[src/inertial_output_pkg.sv]
/*
 * Package for the inertial output register bank: register byte addresses,
 * word widths, scale constants and the read access enumeration.
 * Assumes the SPI front end delivers word-aligned byte addresses.
 */
package inertial_output_pkg;

    localparam int WORD_W = 16;
    localparam int SAMPLE_W = 32;
    localparam int ADDR_W = 7;
    localparam int AXIS_N = 6;

    // Register byte addresses (low byte of each word)
    localparam logic [ADDR_W-1:0] ADDR_RATE_X_HIGH_WORD    = 7'h06;
    localparam logic [ADDR_W-1:0] ADDR_RATE_Y_EXTRA_BITS   = 7'h08;
    localparam logic [ADDR_W-1:0] ADDR_RATE_Y_HIGH_WORD    = 7'h0A;
    localparam logic [ADDR_W-1:0] ADDR_RATE_Z_EXTRA_BITS   = 7'h0C;
    localparam logic [ADDR_W-1:0] ADDR_RATE_Z_HIGH_WORD    = 7'h0E;
    localparam logic [ADDR_W-1:0] ADDR_LINEAR_X_EXTRA_BITS = 7'h10;
    localparam logic [ADDR_W-1:0] ADDR_LINEAR_X_HIGH_WORD  = 7'h12;
    localparam logic [ADDR_W-1:0] ADDR_LINEAR_Y_EXTRA_BITS = 7'h14;
    localparam logic [ADDR_W-1:0] ADDR_LINEAR_Y_HIGH_WORD  = 7'h16;

    // Axis slots in the sample vector
    localparam int AX_RATE_X = 0;
    localparam int AX_RATE_Y = 1;
    localparam int AX_RATE_Z = 2;
    localparam int AX_LIN_X = 3;
    localparam int AX_LIN_Y = 4;
    localparam int AX_LIN_Z = 5;

    // Reset values and the word read back from unmapped addresses
    localparam logic [SAMPLE_W-1:0] SAMPLE_RESET = 32'h0000_0000;
    localparam logic [WORD_W-1:0] WORD_RESET = 16'h0000;
    localparam logic [WORD_W-1:0] UNMAPPED_VALUE = 16'h0000;

    // Scale per high-word count, micro units (deg/s and mm/s^2)
    localparam int RATE_SCALE_125_UDPS = 6250;
    localparam int RATE_SCALE_500_UDPS = 25000;
    localparam int RATE_SCALE_2000_UDPS = 100000;
    localparam int LINEAR_SCALE_UMMPS2 = 12250000;

    // Range variant codes
    localparam logic [1:0] RANGE_125 = 2'h0;
    localparam logic [1:0] RANGE_500 = 2'h1;
    localparam logic [1:0] RANGE_2000 = 2'h2;

    typedef enum logic [1:0] {
        WORD_HIGH,
        WORD_EXTRA,
        WORD_NONE
    } word_sel_t;

endpackage

[src/axis_sample_hold.sv]
/*
 * One axis of held sample: both halves load together from one update.
 * Assumes update strobe and sample are synchronous to clk.
 */
`timescale 1ns/100ps
module axis_sample_hold
    import inertial_output_pkg::*;
(
    // Clock and reset
    input  wire logic                clk,
    input  wire logic                reset,
    input  wire logic                clk_en,
    // Sample in
    input  wire logic                update,
    input  wire logic [SAMPLE_W-1:0] sample,
    // Held words
    output logic      [WORD_W-1:0]   high_word,
    output logic      [WORD_W-1:0]   extra_bits
);

    logic [SAMPLE_W-1:0] held;
    logic [SAMPLE_W-1:0] next_held;

    always_comb begin
        next_held = held;
        if (update) begin
            next_held = sample;
        end
    end

    always_ff @(posedge clk or posedge reset) begin
        if (reset) begin
            held <= SAMPLE_RESET;
        end else if (clk_en) begin
            held <= next_held;
        end
    end

    // High word upper half, extra bits lower half
    assign high_word  = held[SAMPLE_W-1:WORD_W];
    assign extra_bits = held[WORD_W-1:0];

endmodule // axis_sample_hold

[src/inertial_output_registers.sv]
/*
 * Read-only output register bank for six inertial axes.
 * Assumes the SPI slave issues word reads as a one-cycle read strobe with a
 * byte address, and that the sensing path supplies 32-bit samples scaled
 * per the range variant with a single update strobe for all axes.
 */
`timescale 1ns/100ps
module inertial_output_registers
    import inertial_output_pkg::*;
(
    // Clock and reset
    input  wire logic                       clk,
    input  wire logic                       reset,
    input  wire logic                       clk_en,
    // Sample path
    input  wire logic                       sample_update,
    input  wire logic [AXIS_N*SAMPLE_W-1:0] samples,
    input  wire logic [1:0]                 rate_range,
    // Register read port
    input  wire logic                       read_strobe,
    input  wire logic [ADDR_W-1:0]          read_addr,
    output logic                            read_valid,
    output logic      [WORD_W-1:0]          read_data,
    output logic                            read_unmapped,
    // Scale report
    output logic      [31:0]                rate_scale_udps
);

    logic [WORD_W-1:0] high_words [AXIS_N];
    logic [WORD_W-1:0] extra_words [AXIS_N];

    // One hold per axis; z linear kept for coherence though not mapped
    for (genvar a = 0; a < AXIS_N; a++) begin : g_axis
        axis_sample_hold u_hold (
            .clk        (clk),
            .reset      (reset),
            .clk_en     (clk_en),
            .update     (sample_update),
            .sample     (samples[a*SAMPLE_W +: SAMPLE_W]),
            .high_word  (high_words[a]),
            .extra_bits (extra_words[a])
        );
    end

    word_sel_t         sel;
    int                axis;
    logic [WORD_W-1:0] next_read_data;
    logic              next_read_valid;
    logic              next_read_unmapped;
    logic [31:0]       next_rate_scale;

    // Address decode; odd byte addresses alias their word
    always_comb begin
        sel  = WORD_NONE;
        axis = AX_RATE_X;
        unique case ({read_addr[ADDR_W-1:1], 1'b0})
            ADDR_RATE_X_HIGH_WORD: begin
                sel  = WORD_HIGH;
                axis = AX_RATE_X;
            end
            ADDR_RATE_Y_EXTRA_BITS: begin
                sel  = WORD_EXTRA;
                axis = AX_RATE_Y;
            end
            ADDR_RATE_Y_HIGH_WORD: begin
                sel  = WORD_HIGH;
                axis = AX_RATE_Y;
            end
            ADDR_RATE_Z_EXTRA_BITS: begin
                sel  = WORD_EXTRA;
                axis = AX_RATE_Z;
            end
            ADDR_RATE_Z_HIGH_WORD: begin
                sel  = WORD_HIGH;
                axis = AX_RATE_Z;
            end
            ADDR_LINEAR_X_EXTRA_BITS: begin
                sel  = WORD_EXTRA;
                axis = AX_LIN_X;
            end
            ADDR_LINEAR_X_HIGH_WORD: begin
                sel  = WORD_HIGH;
                axis = AX_LIN_X;
            end
            ADDR_LINEAR_Y_EXTRA_BITS: begin
                sel  = WORD_EXTRA;
                axis = AX_LIN_Y;
            end
            ADDR_LINEAR_Y_HIGH_WORD: begin
                sel  = WORD_HIGH;
                axis = AX_LIN_Y;
            end
            default: begin
                sel  = WORD_NONE;
                axis = AX_RATE_X;
            end
        endcase
    end

    // Read answer, captured one cycle after the strobe
    always_comb begin
        next_read_valid    = read_strobe;
        next_read_data     = read_data;
        next_read_unmapped = 1'b0;
        if (read_strobe) begin
            unique case (sel)
                WORD_HIGH:  next_read_data = high_words[axis];
                WORD_EXTRA: next_read_data = extra_words[axis];
                WORD_NONE: begin
                    next_read_data     = UNMAPPED_VALUE;
                    next_read_unmapped = 1'b1;
                end
            endcase
        end
    end

    // Scale per rate count follows the range variant strap
    always_comb begin
        unique case (rate_range)
            RANGE_125:  next_rate_scale = 32'(RATE_SCALE_125_UDPS);
            RANGE_500:  next_rate_scale = 32'(RATE_SCALE_500_UDPS);
            RANGE_2000: next_rate_scale = 32'(RATE_SCALE_2000_UDPS);
            default:    next_rate_scale = 32'(RATE_SCALE_2000_UDPS);
        endcase
    end

    always_ff @(posedge clk or posedge reset) begin
        if (reset) begin
            read_valid      <= 1'b0;
            read_data       <= WORD_RESET;
            read_unmapped   <= 1'b0;
            rate_scale_udps <= 32'h0000_0000;
        end else if (clk_en) begin
            read_valid      <= next_read_valid;
            read_data       <= next_read_data;
            read_unmapped   <= next_read_unmapped;
            rate_scale_udps <= next_rate_scale;
        end
    end

endmodule // inertial_output_registers

[config.mk]
export PLATFORM = sky130hd
export DESIGN_NAME = inertial_output_registers
export DESIGN_NICKNAME = d
export VERILOG_FILES = /design/src/inertial_output_pkg.sv /design/src/axis_sample_hold.sv /design/src/inertial_output_registers.sv
export SDC_FILE = /design/constraint.sdc
export NUM_CORES = 1
export LEC_CHECK = 0
export BUFFER_PORTS_ARGS = -buffer_cell sky130_fd_sc_hd__buf_2
export CAP_MARGIN = 20
export CORE_ASPECT_RATIO = 1.1
export CORE_MARGIN = 4
export CORE_UTILIZATION = 51
export CTS_CLUSTER_DIAMETER = 60
export DETAILED_ROUTE_END_ITERATION = 7
export PLACE_DENSITY = 0.79
export SLEW_MARGIN = 10
export SYNTH_ARGS = -nofsm -noshare
export SYNTH_HDL_FRONTEND = slang
export SYNTH_SLANG_ARGS = --single-unit
[constraint.sdc]
create_clock -name clk -period 9.3 [get_ports clk]
set_input_delay 0 -clock clk [delete_from_list [all_inputs] [get_ports clk]]
set_output_delay 0 -clock clk [all_outputs]
set_load 0.03 [all_outputs]
### Yosys cells after proc, flatten, opt, wreduce, memory -nomap -nowiden

Memories as Yosys holds them, arrays and structs flattened.
Index checks and enable logic that the tools add are counted.
W data, S select, Z words.

* bits in latches: 0
* memories kept: 1
* memory bits (read-only): 160
* bits in writable memories: 0
* input port bits: 206
* bits in registers: 242

* shift operators: 0
* reductions and logical operators: 5
* divide/modulo/power cells: 0
* eq/ne operators: 3
* mux-type cells: 11
* $add $sub $neg: 0
* bitwise operators: 1
* multipliers: 0
* magnitude comparators: 1

Memories
* (name not given): depth 32, width 5, rd ports 1, clocked after memory_dff 0, wr ports 0, RTL line inertial_output_registers.sv:56 `unique case ({read_addr[ADDR_W-1:1], 1'b0})`

Operators with widths (count)
* $bmux W16 S3: 2
* $mux W16: 4
* $pmux W16 S3: 1
* $mux W34: 1
* $pmux W17 S2: 1
* $ge A32 B4 Y1 const B: 1
* $not A32 Y32: 1
* $logic_not A2 Y1: 3
* $eq A2 B1 Y1 const B: 2
* $reduce_and A2 Y1: 2
* $eq A2 B2 Y1 const B: 1
* $mux W1: 2

### Longest topological paths before layout

Gate-level depths: netlist (run 1).

* word-level depth: 7
* gate-level depth with buffers: 12
* mapped depth without buffers: 9

### Hierarchy

From an unflattened synthesis (run 1), not the netlist that was laid out.

* cell total of the unflattened synthesis: 733
* area, all modules: 9824.4 sq um

By module, submodules not included
* axis_sample_hold: cells an instance 69, area an instance 1348.8 sq um, times used 5
* inertial_output_registers: cells an instance 388, area an instance 3080.5 sq um, times used 1

### Least setup slack after synthesis (run 1)

Ideal clock, no wire load.

* path type: input to register
* start point: input port read_addr[4]
* end point: register read_data[15]
* arrival: 2.349 ns
* stages on the path: 10
* buffers on the path: 3
* path slack: 6.887 ns
* library setup time: 0.064 ns
* cells stage by stage: buf_4 clkbuf_1 clkbuf_1 a211oi_1 a211o_1 ha_1 nand2b_1 or4_1 o211ai_1 a211o_1

* word-level cells in the longest chain between the ends: 7
* elaborated cells on any way between the ends: 13
* those cells by class: eq/ne (2); mux (8); bitwise (1); reduce/logical (1); memory (1)

RTL lines
* start, declared: RTL line inertial_output_registers.sv:21 `input wire logic [ADDR_W-1:0] read_addr,`
* $mem_v2 Z32 W5 (*)
* $mux W34 (*): RTL line inertial_output_registers.sv:56
* $not A32 Y32 (implied by the code): RTL line inertial_output_registers.sv:107, inertial_output_registers.sv:108
* $bmux W16 S3 (on tied branches): RTL line inertial_output_registers.sv:108, inertial_output_registers.sv:107
* $mux W16 (on tied branches) (2 in a row): RTL line inertial_output_registers.sv:108, inertial_output_registers.sv:107
* $pmux W16 S3 (*): RTL line inertial_output_registers.sv:106 `unique case (sel)`
* end signal, assigned: RTL line inertial_output_registers.sv:135 `read_data <= next_read_data;`
* end, declared: RTL line inertial_output_registers.sv:23 `output logic [WORD_W-1:0] read_data,`

Mark *: on every way between the ends. The rest lies on a longest branch, timed or not. The select of a mux whose other input is x is not followed.
A chain may end at the register's enable or synchronous reset.

### Worst setup path in the final report (run 1)

* start point: input port read_addr[3]
* end point: register read_data[11]

The elaborated chain is that of the path after synthesis.

==> flow_summary.yaml, run 1 <==
status:
  status: "completed"
synth:
  synth-xor-area-share_pct: 0.101
  ys_seq_elements: 188
  synth_top_family_by_area: "multiplexers"
  ys_top_cells_by_count: "dfrtp_1 (188), mux2_2 (177), nand2_1 (61)"
  synthDistinctLibCells: 41
  synth-compound-area-share_pct: 8.51
  synth_fa_ha_area_share_pct: 0.288
  synth.top_cell.area_share_pct: 54.2
  yosys.area_share.simple_pct: 8.16
  synthTopCellsByArea: "dfrtp_1 (54%), mux2_2 (23%), nand2_1 (2.6%)"
  synth.avg_cell_area_um2: 12.1
  synth_warnings: 0
  yosysSeqAreaShare_pct: 54.2
  async_flop_share_pct: 100
  yosys-mux-area-fraction_pct: 23.4
  synth-edff-count: 0
  yosysMostFrequentCell: "dfrtp_1"
  ys.flop_type: "dfrtp_1"
  yosysTopAreaCell: "dfrtp_1"
  syn_area_um2: 8680
  synthCells: 715
timing:
  fin_crit_sh_pct: 27.3
  worstMarginPinSlew_ns: 1.12
  hold_viol: 0
  clock_skew_ns: 0.0107
  finalCriticalPeriod_ns: 2.54
  setup-violations-final: 0
  slew_headroom_pct: 25.7
  fmax_ghz: 0.394
  rsz0062_at_grt: "false"
  finalSetupTns_ns: 0
  finalMaxSlewViolations: 0
  worst_slack_ns: 6.76
clock_network:
  insertion_delay_ns: 0.43
  htree_levels: 4
  cts_setup_buffers: 0
  path_clk_slew_ns: 0.07
  cts_tree: "yes"
  root_buffer: "clkbuf_16"
  cts_made_buffers: 17
  ctsLongestPathBuffers: 2
  cts-hold-fix-buffers: 170
  clock-sinks: 188
  cts.repair.resized: 0
cells_and_area:
  nNetsFinal: 1266
  register_area_um2: 4700
  nFillCells: 1101
  multiInputGateArea_um2: 3590
  area_growth_pct: 37.9
  drive_gt1_share_pct: 39.5
critical_path:
  rrSetupSlack_ns: 7.50
  crit_chain: "buf_2 -> xnor2_1 -> or3_1 -> ha_1 -> nand2b_1 -> a211oi_1 -> o21ai_0 -> o22ai_1 -> a211o_1"
  cp-start-kind: "input pin"
  endpoint_kind: "flop"
  setup.worst_path.class: "in -> reg"
  cp_data_arrival_time_ns: 2.91
  cp_slowest_cell: "a211oi_1"
  cp_slowest_stage_delay_ns: 0.50
  required_ns: 9.67
  cp_max_fo: 31
floorplan:
  die_y_um: 145
  die_w_um: 132
  row_count: 49
  design.core.area_um2: 16600
  die-area_um2: 19200
  io_pins: 256
  start_util_pct: 52.4
global_routing:
  grt_max_degree: 115
  grt_pass1_vias: 7644
  antenna_found_initial: 2
  grt_pass1_wl_um: 40500
  globalRoute.totalOverflow: 0
  grt_usage_pct: 27.3
pwr:
  p_per_area_nw_per_um2: 178
  power.total_mw: 2.13
  power_leakage_nw: 5.42
  peakVddDrop_mv: 0.128
route:
  vias: 7126
  ant_nets: 0
  drt_iter0_markers: 549
  drc: 0
  vias_per_cell: 5.58
  routed_wl_um: 26100
  first_pass_iters: 7
  wire_per_inst_um: 20.4
placed_design:
  place_hpwl_um: 15400
  dp_slack_ns: 6.38
  gp_congestion: 0.811
  port_buffers: 208
run:
  drv_cap: 0
worst_hold_path:
  hp-class: "in -> reg"
where the power goes:
part / switching, mW / internal, mW
Clock: 0.302 / 0.425
Sequential: 0.0702 / 0.935
Combinational: 0.184 / 0.215
Total: 0.556 / 1.58
path summary, 6_finish.rpt:
kind,start,end,cells after the start
max,read_addr[3],read_data[11],9
min,read_addr[6],read_data[15],4
max reg2reg,g_axis[4].u_hold.held[12],read_data[12],4
min reg2reg,rate_scale_udps[5],rate_scale_udps[5],1
max in group asynchronous,reset,g_axis[3].u_hold.held[12],4
min in group asynchronous,reset,g_axis[4].u_hold.held[13],3
area by class of cell:
type                       count  area share, %
antenna                        4         0.0836
clock buffer                  22           3.80
clock inverter                 7          0.983
multi-input combinational    457           30.0
sequential                   188           39.3
timing repair buffer         385           23.4
tap                          204           2.13
inverter                       9          0.345
per-stage QoR:
step	utilization, %	hold WS, ns	area (um^2)	instances
final	72.3	0.0761	12000	1276
after global routing	72.3	0.108	12000	1274
after CTS	72.2	0.0409	12000	1272
after detailed placement	58.5	0.198	9680	1073
after global placement	58.5	0.200	9680	1073
after floorplan	-	0.0891	8740	732
layout by cell type, fill, tap and decap left out, types with 4 or more instances in the layout:
master         netlist  layout
clkbuf_16            0      17
nand2_1             61      60
conb_1               1      18
a21oi_1             14      14
o22ai_1             32      32
a22o_1               4       4
nand3_1              5       5
inv_1                9       8
diode_2              0       4
a211o_1              5       5
nor4_1              16      16
dfrtp_1            188     188
buf_4               28       7
a222oi_1            12      12
nand2b_1            16      16
nor2_1              30      30
o21ai_0             21      21
dlygate4sd3_1        0     170
buf_2                8     208
o32a_1              12      12
mux2i_1              4       4
clkbuf_1            39       4
mux2_2             177     177
sequential cells by signal (all words and copies together), names as in the netlist:
register	cells
rate_scale_udps	6
read_unmapped	1
g_axis.u_hold.held	164
read_valid	1
read_data	16
cell families after synthesis:
family                     count (synthesis)
DFF                                      188
muxes                                    181
AOI/OAI and AO/OA                        106
buffers and inverters                     87
other                                      1
and+or+nand+nor                          149
adders and majority gates                  2
xor gates and xnor gates                   1
worst max-delay path, delay by kind of cell:
family	cells	cell delay, ns
buffers and inverters	1	0.49
AND/OR/NAND/NOR	2	0.79
AO/OA/AOI/OAI	4	1.15
XOR/XNOR	1	0.17
adder cells (fa/ha/maj)	1	0.31
routing by layer:
metal  vias up  track usage (%)  part of all wire [%]
met2       309             49.8                    53
li1       3216                -                     -
met4         0             14.0                   4.5
met1      3516             30.9                    37
met3        85             5.19                   5.9
met5         -                0                     0
(Power assumes the default switching activity.)
==> run 2, diff against run 1 <==
--- a/config.mk
+++ b/config.mk
@@ -5,6 +5,7 @@
 export SDC_FILE = /design/constraint.sdc
 export NUM_CORES = 1
 export LEC_CHECK = 0
+export ABC_AREA = 1
 export BUFFER_PORTS_ARGS = -buffer_cell sky130_fd_sc_hd__buf_2
 export CAP_MARGIN = 20
 export CORE_ASPECT_RATIO = 1.1
@@ -12,7 +13,7 @@
 export CORE_UTILIZATION = 51
 export CTS_CLUSTER_DIAMETER = 60
 export DETAILED_ROUTE_END_ITERATION = 7
-export PLACE_DENSITY = 0.79
+export PLACE_DENSITY = 0.77
 export SLEW_MARGIN = 10
 export SYNTH_ARGS = -nofsm -noshare
 export SYNTH_HDL_FRONTEND = slang
==> constraint.sdc (replaced) <==
create_clock -name clk -period 2.49 [get_ports clk]
set_input_delay 0 -clock clk [delete_from_list [all_inputs] [get_ports clk]]
set_output_delay 0 -clock clk [all_outputs]
set_load 0.03 [all_outputs]
==> flow_summary.yaml, run 2 <==
status:
  status: "completed"
clock_network:
  cts_setup_buffers: 0
  htree_levels: 4
  path_clk_slew_ns: 0.07
  cts_tree: "yes"
  clock-sinks: 200
  cts.repair.resized: 0
  root_buffer: "clkbuf_16"
  ctsLongestPathBuffers: 2
  cts_made_buffers: 17
  cts-hold-fix-buffers: 183
  insertion_delay_ns: 0.43
critical_path:
  timing.rr.end: "rate_scale_udps[12]"
  endpoint_kind: "flop"
  cp_data_arrival_time_ns: 1.96
  cp-start-kind: "input pin"
  required_ns: 2.80
  cp_max_fo: 46
  reg2reg_depth: 3
  setup.worst_path.class: "in -> reg"
  r2r-start: "rate_scale_udps[12]"
  rrSetupSlack_ns: 1.22
cells_and_area:
  nNetsFinal: 1648
  biggestRegsByFlops: "g_axis.u_hold.held: 176 flops, read_data: 16 flops, rate_scale_udps: 6 flops"
  regMostFlops: "g_axis.u_hold.held"
  drive_gt1_share_pct: 27.8
  area_growth_pct: 36.2
  final_cells: 1697
  nFillCells: 1325
  layout_commonest_cell: "nand2_1"
  mostFrequentLayoutCells: "nand2_1 (273), buf_2 (220), dfrtp_1 (200), dlygate4sd3_1 (183), nand3_1 (159)"
  largest_register_ffs: 176
worst_hold_path:
  worstHoldEndpoint: "read_unmapped"
  hp-class: "in -> reg"
  timing.hold.worst_path_depth: 5
  min_from: "read_addr[1]"
timing:
  fin_crit_sh_pct: 66.3
  slew_headroom_pct: 42.0
  finalCriticalPeriod_ns: 1.65
  finalMaxSlewViolations: 0
  hold_viol: 0
  worstMarginPinSlew_ns: 0.869
  setup-violations-final: 0
  clock_skew_ns: 0.00813
  fmax_ghz: 0.606
  rsz0062_at_grt: "false"
placed_design:
  place_hpwl_um: 18700
  gp_congestion: 0.953
  port_buffers: 220
  place_inst: 1481
synth:
  synth-edff-count: 0
  synthCells: 1078
  synth.avg_cell_area_um2: 9.07
  synthDistinctLibCells: 25
  yosysMostFrequentCell: "nand2_1"
  synth_warnings: 0
  ys_seq_elements: 200
  ys.flop_type: "dfrtp_1"
  synthTopCellsByArea: "dfrtp_1 (51%), mux2_2 (14%), nand2_1 (11%)"
  yosysSeqAreaShare_pct: 51.2
  yosysTopAreaCell: "dfrtp_1"
  async_flop_share_pct: 100
  syn_area_um2: 9780
  ys_top_cells_by_count: "nand2_1 (274), dfrtp_1 (200), nand3_1 (159)"
  synth.top_cell.area_share_pct: 51.2
pwr:
  power_leakage_nw: 6.76
  p_per_area_nw_per_um2: 625
  power.total_mw: 8.33
  peakVddDrop_mv: 0.490
route:
  first_pass_iters: 6
  met3_length_um: 2510
  routed_wl_um: 31600
  drt_iter0_markers: 915
  vias_per_cell: 5.40
  route.layer.met1.wl_um: 12000
  vias: 9168
  wire_per_inst_um: 18.6
  drc: 0
  routed-wl-met2_um: 15700
  ant_nets: 0
  top_layer: "met4"
floorplan:
  io_pins: 256
  start_util_pct: 52.6
  die-area_um2: 21500
  die_y_um: 153
  design.core.area_um2: 18600
  row_count: 52
  die_w_um: 140
global_routing:
  grt_pass1_vias: 9297
  globalRoute.totalOverflow: 0
  grt_usage_pct: 29.7
  grt_pass1_wl_um: 50100
  grt_max_degree: 151
  antenna_found_initial: 2
run:
  drv_cap: 0
run 2: changes by cell type after synthesis, moves of 32 or more:
cell | before | now
nand2_1 | 61 | 274
nand3_1 | 5 | 159
a21oi_1 | 14 | 74
mux2_2 | 177 | 123
inv_1 | 9 | 60
o22ai_1 | 32 | 0
run 2: how the worst max path moves through the flow:
stage | startpoint | end | slack (ns)
floorplan | reset | g_axis[0].u_hold.held[0] | -0.1
finish | read_addr[6] | read_data[10] | 0.84
global route | read_addr[6] | read_data[2] | 0.67
CTS | read_addr[6] | read_data[2] | 0.93
global placement | read_addr[6] | read_data[7] | 0.59
detailed placement | read_addr[6] | read_data[2] | 0.50
run 2: per-layer routing:
metal / vias up / GRT usage [%]
met3: 93 / 5.38
li1: 4193 / -
met1: 4365 / 37.8
met5: - / 0
met2: 517 / 50.4
met4: 0 / 12.1
run 2: cell families (layout without fill, tap and decap cells):
| logic type | Yosys count | in the layout | synth area share (%) |
|---|---|---|---|
| flip-flops | 200 | 200 | 51.2 |
| buffers and inverters | 163 | 520 | 8.01 |
| multiplexers | 123 | 123 | 14.2 |
| adder cells (fa/ha/maj) | 2 | 2 | 0.256 |
| AND/OR/NAND/NOR | 511 | 511 | 22.3 |
| AO/OA/AOI/OAI | 78 | 78 | 4.03 |
| other | 1 | 20 | 0.0383 |
run 2: per-stage QoR:
stage / util (%) / cell area [um^2] / hold slack, ns / TNS, ns / setup WS [ns]
finish: 71.6 / 13300 / 0.177 / 0 / 0.839
floorplan: - / 9850 / 0.108 / -19.67 / -0.0983
global route: 71.6 / 13300 / 0.175 / 0 / 0.671
detailed placement: 58.8 / 10900 / 0.216 / 0 / 0.504
global placement: 58.8 / 10900 / 0.207 / 0 / 0.587
CTS: 71.6 / 13300 / 0.160 / 0 / 0.934
run 2: power by group:
group,internal [mW],switching (mW)
sequential,3.69,0.213
combinational,0.835,0.990
clock,1.36,1.24
run 2: critical path, stage by stage:
cell     delay, ns
buf_2         0.10
nor2_2        0.21
nand2_1       0.13
inv_2         0.25
nand2_4       0.22
buf_12        0.25
nand2_1       0.11
nand2_1       0.07
nand2_1       0.11
nand3_1       0.17
nand2_1       0.10
nand2_1       0.06
nand2_1       0.06
nand2_1       0.08
run 2: area by class of cell:
class                      instances  area [um^2]  share of cell area (%)
antenna                            2         5.00                  0.0376
clock buffer                      22          474                    3.56
clock inverter                     9         66.3                   0.498
inverter                          66          251                    1.89
multi-input combinational        732         4070                    30.6
sequential                       200         5000                    37.6
tap                              243          304                    2.28
timing repair buffer             423         3150                    23.6
